`src/ddc_consts.svh`:
```
// Constants of the dual DAC serial command port
// Assumes inclusion by the package and the modules that need the figures
`ifndef DDC_CONSTS_SVH
`define DDC_CONSTS_SVH
// ----------------------------------------
// Address and frame layout
// ----------------------------------------
`define DDC_ADDR_HIGH      5'b01100
`define DDC_CMD_W          6
`define DDC_CODE_W         10
`define DDC_FRAME_W        16
`define DDC_BYTE_BITS      4'h8
`define DDC_LAST_BIT       4'h7
`define DDC_SPI_BITS       5'h10
// ----------------------------------------
// Command codes
// ----------------------------------------
`define DDC_C_NOP          6'h00
`define DDC_C_LOAD_BOTH    6'h01
`define DDC_C_LOAD_A       6'h02
`define DDC_C_LOAD_B       6'h03
`define DDC_C_IN_BOTH      6'h04
`define DDC_C_IN_A         6'h05
`define DDC_C_IN_B         6'h06
`define DDC_C_UPD_BOTH     6'h07
`define DDC_C_UPD_A        6'h09
`define DDC_C_UPD_B        6'h0a
`define DDC_C_REF_INT      6'h0b
`define DDC_C_REF_EXT      6'h0c
`define DDC_C_SHDN_BOTH    6'h0d
`define DDC_C_SHDN_A       6'h0e
`define DDC_C_SHDN_B       6'h0f
`define DDC_C_PWR_BOTH     6'h2d
`define DDC_C_PWR_A        6'h2e
`define DDC_C_PWR_B        6'h2f
`define DDC_C_RANGE_A      3'b010
`define DDC_C_RANGE_B      3'b110
`define DDC_RANGE_MAX      3'h5
// ----------------------------------------
// Reset values
// ----------------------------------------
`define DDC_RST_CODE       10'h000
`define DDC_RST_RANGE      3'h0
`define DDC_RST_REF_INT    1'b0
`define DDC_RST_SHDN       1'b0
`endif

```
`src/ddc_pkg.sv`:
```
// Types of the dual DAC serial command port
// Assumes ddc_consts.svh is on the include path
package ddc_pkg;
`include "ddc_consts.svh"
   // ----------------------------------------
   // Decoded frame
   // ----------------------------------------
   typedef struct packed {
      logic [`DDC_CMD_W-1:0]  command_bits;
      logic [`DDC_CODE_W-1:0] code_bits;
   } ddc_frame_t;
   // ----------------------------------------
   // Per channel settings
   // ----------------------------------------
   typedef struct packed {
      logic [`DDC_CODE_W-1:0] input_code;
      logic [`DDC_CODE_W-1:0] dac_code;
      logic [2:0]             full_scale_current;
      logic                   shutdown;
   } ddc_chan_t;
   // ----------------------------------------
   // Two wire receiver states, Gray along the path
   // ----------------------------------------
   typedef enum logic [2:0] {
      DDC_IDLE = 3'b000,
      DDC_ADDR = 3'b001,
      DDC_AACK = 3'b011,
      DDC_DATA = 3'b010,
      DDC_DACK = 3'b110,
      DDC_SKIP = 3'b111
   } ddc_state_t;
endpackage

```
`src/ddc_port.sv`:
```
// Serial command port of a dual current DAC: two wire write slave or
// three wire shift slave, selected by a strap pin
// Assumes all pins are asynchronous to i_clk, which runs far faster than the link
module ddc_port
   import ddc_pkg::*;
(
   // Clock and reset
   input  wire logic i_clk,
   input  wire logic i_rst,
   // Mode strap
   input  wire logic i_spi_select,
   // Serial clock and data, data is open drain in two wire mode
   input  wire logic i_sclk,
   input  wire logic i_sdata,
   output logic      o_sdata,
   output logic      o_sdata_oe_n,
   // Chip select in SPI mode, address select low in two wire mode
   input  wire logic i_cs_n_addr_select_low,
   // Address select high in two wire mode
   input  wire logic i_addr_select_high,
   // DAC settings
   output ddc_chan_t o_channel_a,
   output ddc_chan_t o_channel_b,
   output logic      o_ref_internal,
   // Status
   output logic      o_exec
);
   logic       scl;
   logic       scl_rise;
   logic       scl_fall;
   logic       sda;
   logic       sda_rise;
   logic       sda_fall;
   logic       cs_n;
   logic       cs_rise;
   logic       cs_fall;
   logic       mode_spi;
   logic       mode_meta;
   logic       ash_meta;
   logic       addr_high;
   logic       start_seen;
   logic       stop_seen;
   ddc_state_t state;
   logic [3:0] bit_cnt;
   logic [1:0] byte_idx;
   logic [7:0] shift8;
   logic [15:0] i2c_word;
   logic [15:0] spi_word;
   logic [4:0] spi_cnt;
   logic       spi_active;
   logic       ack_drive;
   logic       i2c_exec;
   logic       spi_exec;
   ddc_frame_t frame;

   // ----------------------------------------
   // Pin synchronisers
   // ----------------------------------------
   ddc_sync u_scl (
      .i_clk   (i_clk),
      .i_rst   (i_rst),
      .i_pin   (i_sclk),
      .o_level (scl),
      .o_rise  (scl_rise),
      .o_fall  (scl_fall)
   );

   ddc_sync u_sda (
      .i_clk   (i_clk),
      .i_rst   (i_rst),
      .i_pin   (i_sdata),
      .o_level (sda),
      .o_rise  (sda_rise),
      .o_fall  (sda_fall)
   );

   ddc_sync u_cs (
      .i_clk   (i_clk),
      .i_rst   (i_rst),
      .i_pin   (i_cs_n_addr_select_low),
      .o_level (cs_n),
      .o_rise  (cs_rise),
      .o_fall  (cs_fall)
   );

   // ----------------------------------------
   // Strap and address pin synchronisers
   // ----------------------------------------
   always_ff @(posedge i_clk) begin
      if (i_rst) begin
         mode_meta <= 1'b0;
         mode_spi  <= 1'b0;
         ash_meta  <= 1'b0;
         addr_high <= 1'b0;
      end else begin
         mode_meta <= i_spi_select;
         mode_spi  <= mode_meta;
         ash_meta  <= i_addr_select_high;
         addr_high <= ash_meta;
      end
   end

   // ----------------------------------------
   // Bus conditions, only in two wire mode
   // ----------------------------------------
   assign start_seen = ~mode_spi & scl & sda_fall;
   assign stop_seen  = ~mode_spi & scl & sda_rise;

   // ----------------------------------------
   // Two wire receiver
   // ----------------------------------------
   always_ff @(posedge i_clk) begin
      if (i_rst) begin
         state     <= DDC_IDLE;
         bit_cnt   <= 4'h0;
         byte_idx  <= 2'h0;
         shift8    <= 8'h00;
         i2c_word  <= 16'h0000;
         ack_drive <= 1'b0;
         i2c_exec  <= 1'b0;
      end else begin
         i2c_exec <= 1'b0;
         if (mode_spi) begin
            state     <= DDC_IDLE;
            ack_drive <= 1'b0;
         end else if (stop_seen) begin
            state     <= DDC_IDLE;
            ack_drive <= 1'b0;
         end else if (start_seen) begin
            state     <= DDC_ADDR;
            bit_cnt   <= 4'h0;
            byte_idx  <= 2'h0;
            ack_drive <= 1'b0;
         end else begin
            case (state)
               DDC_IDLE: begin
                  ack_drive <= 1'b0;
               end
               DDC_ADDR, DDC_DATA: begin
                  if (scl_rise) begin
                     shift8  <= {shift8[6:0], sda};
                     bit_cnt <= bit_cnt + 4'h1;
                     if (state == DDC_DATA && byte_idx == 2'h2 && bit_cnt == `DDC_LAST_BIT) begin
                        i2c_word[7:0] <= {shift8[6:0], sda};
                        i2c_exec      <= 1'b1;
                     end
                  end else if (scl_fall && bit_cnt == `DDC_BYTE_BITS) begin
                     bit_cnt <= 4'h0;
                     if (state == DDC_ADDR) begin
                        if (shift8 == {`DDC_ADDR_HIGH, addr_high, i_addr_low_q(), 1'b0}) begin
                           state     <= DDC_AACK;
                           ack_drive <= 1'b1;
                        end else begin
                           state <= DDC_SKIP;
                        end
                     end else begin
                        state     <= DDC_DACK;
                        ack_drive <= 1'b1;
                        if (byte_idx == 2'h1) begin
                           i2c_word[15:8] <= shift8;
                        end else begin
                           i2c_word[7:0] <= shift8;
                        end
                     end
                  end
               end
               DDC_AACK, DDC_DACK: begin
                  if (scl_fall) begin
                     ack_drive <= 1'b0;
                     if (state == DDC_DACK && byte_idx == 2'h2) begin
                        state <= DDC_SKIP;
                     end else begin
                        state    <= DDC_DATA;
                        byte_idx <= byte_idx + 2'h1;
                     end
                  end
               end
               DDC_SKIP: begin
                  ack_drive <= 1'b0;
               end
               default: begin
                  state <= DDC_IDLE;
               end
            endcase
         end
      end
   end

   // Address select low shares the chip select pin
   function automatic logic i_addr_low_q();
      return cs_n;
   endfunction

   // ----------------------------------------
   // Open drain data output
   // ----------------------------------------
   assign o_sdata      = 1'b0;
   assign o_sdata_oe_n = ~(ack_drive & ~mode_spi);

   // ----------------------------------------
   // Three wire shifter
   // ----------------------------------------
   always_ff @(posedge i_clk) begin
      if (i_rst) begin
         spi_word   <= 16'h0000;
         spi_cnt    <= 5'h00;
         spi_active <= 1'b0;
         spi_exec   <= 1'b0;
      end else begin
         spi_exec <= 1'b0;
         if (!mode_spi) begin
            spi_active <= 1'b0;
         end else if (cs_fall) begin
            spi_active <= 1'b1;
            spi_cnt    <= 5'h00;
         end else if (cs_rise) begin
            spi_active <= 1'b0;
            spi_exec   <= spi_active & (spi_cnt >= `DDC_SPI_BITS);
         end else if (spi_active && !cs_n && scl_rise) begin
            spi_word <= {spi_word[14:0], sda};
            if (spi_cnt != 5'h1f) begin
               spi_cnt <= spi_cnt + 5'h01;
            end
         end
      end
   end

   // ----------------------------------------
   // Frame select and decoder
   // ----------------------------------------
   assign frame  = mode_spi ? ddc_frame_t'(spi_word) : ddc_frame_t'(i2c_word);
   assign o_exec = i2c_exec | spi_exec;

   ddc_decoder u_dec (
      .i_clk          (i_clk),
      .i_rst          (i_rst),
      .i_exec         (o_exec),
      .i_frame        (frame),
      .o_channel_a    (o_channel_a),
      .o_channel_b    (o_channel_b),
      .o_ref_internal (o_ref_internal)
   );
endmodule

```
`src/ddc_sync.sv`:
```
// Two flip-flop synchroniser with edge detection
// Assumes the input is asynchronous to i_clk
module ddc_sync
   import ddc_pkg::*;
(
   // Clock and reset
   input  wire logic i_clk,
   input  wire logic i_rst,
   // Pin and result
   input  wire logic i_pin,
   output logic      o_level,
   output logic      o_rise,
   output logic      o_fall
);
   logic meta;
   logic stable;
   logic prev;

   // ----------------------------------------
   // Synchroniser and edge finder
   // ----------------------------------------
   always_ff @(posedge i_clk) begin
      if (i_rst) begin
         meta   <= 1'b1;
         stable <= 1'b1;
         prev   <= 1'b1;
      end else begin
         meta   <= i_pin;
         stable <= meta;
         prev   <= stable;
      end
   end

   assign o_level = stable;
   assign o_rise  = stable & ~prev;
   assign o_fall  = ~stable & prev;
endmodule

```
`src/ddc_decoder.sv`:
```
// Command decoder holding input, DAC and configuration registers
// Assumes one execute pulse per accepted frame
module ddc_decoder
   import ddc_pkg::*;
(
   // Clock and reset
   input  wire logic       i_clk,
   input  wire logic       i_rst,
   // Frame
   input  wire logic       i_exec,
   input  wire ddc_frame_t i_frame,
   // Settings
   output ddc_chan_t       o_channel_a,
   output ddc_chan_t       o_channel_b,
   output logic            o_ref_internal
);
   ddc_chan_t chan [2];
   logic [5:0] cmd;

   assign cmd = i_frame.command_bits;

   // ----------------------------------------
   // Channel registers
   // ----------------------------------------
   for (genvar g = 0; g < 2; g++) begin : g_chan
      always_ff @(posedge i_clk) begin
         if (i_rst) begin
            chan[g].input_code         <= `DDC_RST_CODE;
            chan[g].dac_code           <= `DDC_RST_CODE;
            chan[g].full_scale_current <= `DDC_RST_RANGE;
            chan[g].shutdown           <= `DDC_RST_SHDN;
         end else if (i_exec) begin
            if (cmd == `DDC_C_LOAD_BOTH || (g == 0 && cmd == `DDC_C_LOAD_A) ||
                (g == 1 && cmd == `DDC_C_LOAD_B)) begin
               chan[g].input_code <= i_frame.code_bits;
               chan[g].dac_code   <= i_frame.code_bits;
            end else if (cmd == `DDC_C_IN_BOTH || (g == 0 && cmd == `DDC_C_IN_A) ||
                         (g == 1 && cmd == `DDC_C_IN_B)) begin
               chan[g].input_code <= i_frame.code_bits;
            end else if (cmd == `DDC_C_UPD_BOTH || (g == 0 && cmd == `DDC_C_UPD_A) ||
                         (g == 1 && cmd == `DDC_C_UPD_B)) begin
               chan[g].dac_code <= chan[g].input_code;
            end else if (cmd == `DDC_C_SHDN_BOTH || (g == 0 && cmd == `DDC_C_SHDN_A) ||
                         (g == 1 && cmd == `DDC_C_SHDN_B)) begin
               chan[g].shutdown <= 1'b1;
            end else if (cmd == `DDC_C_PWR_BOTH || (g == 0 && cmd == `DDC_C_PWR_A) ||
                         (g == 1 && cmd == `DDC_C_PWR_B)) begin
               chan[g].shutdown <= 1'b0;
            end else if (cmd[5:3] == ((g == 0) ? `DDC_C_RANGE_A : `DDC_C_RANGE_B) &&
                         cmd[2:0] <= `DDC_RANGE_MAX) begin
               chan[g].full_scale_current <= cmd[2:0];
            end
            // Any other code leaves the channel alone
         end
      end
   end

   // ----------------------------------------
   // Reference select
   // ----------------------------------------
   always_ff @(posedge i_clk) begin
      if (i_rst) begin
         o_ref_internal <= `DDC_RST_REF_INT;
      end else if (i_exec && cmd == `DDC_C_REF_INT) begin
         o_ref_internal <= 1'b1;
      end else if (i_exec && cmd == `DDC_C_REF_EXT) begin
         o_ref_internal <= 1'b0;
      end
   end

   assign o_channel_a = chan[0];
   assign o_channel_b = chan[1];
endmodule

```
`config.mk`:
```
export PLATFORM = sky130hd
export DESIGN_NAME = ddc_port
export DESIGN_NICKNAME = d
export VERILOG_FILES = /design/src/ddc_pkg.sv /design/src/ddc_port.sv /design/src/ddc_sync.sv /design/src/ddc_decoder.sv
export VERILOG_INCLUDE_DIRS = /design/src
export SDC_FILE = /design/constraint.sdc
export NUM_CORES = 1
export LEC_CHECK = 0
export BUFFER_PORTS_ARGS = -buffer_cell sky130_fd_sc_hd__buf_2
export CAP_MARGIN = 30
export CELL_PAD_IN_SITES_DETAIL_PLACEMENT = 1
export CELL_PAD_IN_SITES_GLOBAL_PLACEMENT = 2
export CORE_UTILIZATION = 39
export CTS_BUF_LIST = sky130_fd_sc_hd__clkbuf_4
export DETAILED_ROUTE_END_ITERATION = 6
export PLACE_DENSITY = 0.94
export SETUP_SLACK_MARGIN = 0.2
export SYNTH_ARGS = -nofsm -noshare
export SYNTH_HDL_FRONTEND = slang
export SYNTH_HIERARCHICAL = 1
export SYNTH_SLANG_ARGS = --single-unit
```
`constraint.sdc`:
```
create_clock -name i_clk -period 4.29 [get_ports i_clk]
set_input_delay 0.6435 -clock i_clk [delete_from_list [all_inputs] [get_ports i_clk]]
set_output_delay 0.6435 -clock i_clk [all_outputs]
set_load 0.005 [all_outputs]
```
==> run metrics <==
status=complete, no violations; Resized cells post-CTS=0; H-Tree Depth=4; Crit path max-delay family=flip-flops; DRT Pass-1 Iters=5; Synth warnings=6; Synth Flop Type=dfxtp_1; DR iter-0 viols=roughly 310; pin slew with the least headroom to its limit=0.9702 ns; worst path cell trace=mux2_2 -> or3b_4 -> and2_1 -> o21ai_1; vias in the first global route=4,554; wire per inst=17.75 um; Setup-failing EPs final=0; Root Buffer=clkbuf_4; WP data required=4.48 ns; Max stage delay cell, worst path=dfxtp_1; routed vias/inst=5.556; largest net degree at the start of global routing=84; combinational family with the most area after synthesis=simple AND/OR/NAND/NOR gates; Clock Sink Count=120; die area=between 0.01 and 0.015 mm2; Slew HR=35.23%; RSZ-0062 raised after global routing=false; final clock period utilization by the worst path=75.57%; #FFs+latches synth=between 100 and 150; cell area after synthesis=between 0.005 and 0.006 mm2; Slew Viols, Final=0; minimum clock period=3.242 ns; clock buffer depth=2; CP Data Arrival Time=3.43 ns; DR vias=4,506; routability cong.=0.8325; Synth async-reset ratio=0%; global route overflow=0; endpoint class of the critical path=flop; pre-CTS setup slack=1.060 ns; clock slew at reported path FFs=about 0.12 ns; DRC=0; Final WS setup=1.048 ns; Worst-Skew Late Latency=around 0.56 ns; GRT Util Overall=20.35%; share of cells above drive strength 1=20.16%; DIE WIDTH=roughly 120 um; worst-path maximum fanout=23; post-synthesis cell count=574; first-pass GRT wire length=23.36 mm; CP startpoint kind=flop; Min Hold Slack=0.2790 ns; Core Area=0.01399 mm2; Post-synth EDFFs=48; area delta synth->final=11.90%; Crit path buffers/inverters=0; worst hold path type=in -> reg; max-cap violation count=0; Setup CP Type=reg -> reg; compound-gate portion of the synthesized area=~14%; Die Height=122.2 um; final wirelength=between 10 and 15 mm; antenna-violating nets left=0; largest stage delay on the critical path=0.97 ns; Netlist cell types=69; cell leakage power=~2.2 nW; peak supply drop=0.1325 mV; Post-Synth Adder-Cell Area=around 1.3%; Hold Fails Final Rpt=0; syn_nets=587; TritonCTS clock tree=done; xor and xnor fraction of the mapped netlist area=1.088%; Max Clk Rate=around 300 MHz; post-cts hold buffer count=0; # IOs=around 60; Setup Buffers After CTS=0; Starting Density=40.29%; Final Net Count=630; Cell Pwr Density=339.4 mW/mm2; DP HPWL=10.18 mm; CTS buffer count=17; # port buffers=57; Avg Inst Size Synth=~9.8 um2; final clock skew=0.02749 ns; Post-Route Setup TNS=0 ns; antenna violations before repair=1; Synth Area in Simple Gates=22.27%; sequential share of the synthesized area=approximately 50%; mux cell area share after synthesis=6.394%; placement row count=43
area by class of cell:
type                            count  area [um2]
Sequential cell                   120        2883
Inverter                           12       45.04
Clock inverter                     15       165.2
Multi-Input combinational cell    403        2527
Timing Repair Buffer               63       330.3
Tap cell                          180       225.2
Antenna cell                        1       2.502
Fill cell                        1612        7682
Clock buffer                       17       127.6
power by group:
group	switching (mW)	internal (mW)	leakage, nW	total, mW
clock	0.487	0.356	0.148	0.843
combinational	0.0503	0.0287	1.02	0.0790
sequential	0.0151	1.20	1.08	1.22
metrics by stage:
| step | utilization, % | total power, mW | instance area [um2] | cells |
|---|---|---|---|---|
| detailed placement | 42.97 | 1.324 | 6011 | 778 |
| global placement | 42.92 | 1.319 | 6003 | 777 |
| floorplan | - | 1.286 | 5635 | 574 |
| finish | 45.08 | 2.140 | 6306 | 811 |
| CTS | 45.06 | 2.160 | 6304 | 810 |
| global route | 45.08 | 2.218 | 6306 | 811 |
cell usage after synthesis (all sizes together) (5+ instances only):
| cell | n | area (um2) |
|---|---|---|
| nand3 | 28 | 140.1 |
| o21ai | 28 | 143.9 |
| nand2 | 64 | 240.2 |
| and3 | 7 | 43.79 |
| buf | 17 | 100.1 |
| and2b | 5 | 37.54 |
| a2bb2o | 5 | 50.05 |
| edfxtp | 48 | 1441 |
| nand2b | 6 | 37.54 |
| dfxtp | 72 | 1441 |
| nor3b | 6 | 45.04 |
| o22ai | 13 | 81.33 |
| nand3b | 17 | 127.6 |
| nor3 | 9 | 56.31 |
| mux2i | 9 | 90.09 |
| clkbuf | 22 | 82.58 |
| or2 | 10 | 62.56 |
| inv | 11 | 41.29 |
| mux2 | 24 | 270.3 |
| nor2b | 18 | 112.6 |
| nor2 | 42 | 157.7 |
| ha | 6 | 75.07 |
| a21oi | 42 | 214.0 |
layer usage:
layer / track usage (%) / wire [um]
met4: 8.841 / 181
met1: 24.70 / 6389
met5: 0 / 0
met2: 34.34 / 7178
met3: 4.588 / 645
layout by cell type, fill, tap and decap left out, types with 8 or more instances in the layout:
cell type	instances
dfxtp_1	72
o21ai_0	26
nor2b_1	17
mux2i_1	9
nand2_1	64
edfxtp_1	48
mux2_2	24
clkbuf_4	17
a21oi_1	41
or2_1	9
nor3_1	8
inv_1	10
buf_2	57
o22ai_1	13
nand3_1	28
nand3b_1	17
nor2_1	42
flip-flops by register name (all words and copies together), names as in the netlist, 2 cells and up:
register	cells
spi_word	16
u_dec/chan	48
shift8	8
spi_cnt	5
bit_cnt	4
byte_idx	2
state	3
i2c_word	16
cell families after synthesis:
| kind of cell | Yosys count |
|---|---|
| simple gates | 236 |
| xor+xnor | 7 |
| compound gates | 120 |
| mux | 33 |
| flops | 120 |
| other cells | 1 |
| fa+ha+maj | 6 |
| buf+inv | 51 |
path summary, 6_finish.rpt:
kind / from / to / slack, ns / cells after the start
setup / recovery: mode_spi$_SDFF_PP0_ / u_dec/chan[1][6]$_DFFE_PP_ / 1.05 / 4
hold / removal: i_sclk / u_scl/meta$_SDFF_PP1_ / 0.28 / 2
setup reg to reg: mode_spi$_SDFF_PP0_ / u_dec/chan[1][6]$_DFFE_PP_ / 1.05 / 4
hold reg to reg: u_scl/meta$_SDFF_PP1_ / u_scl/o_level$_SDFF_PP1_ / 0.43 / 1
No activity file was read; power rests on OpenSTA's default activity.
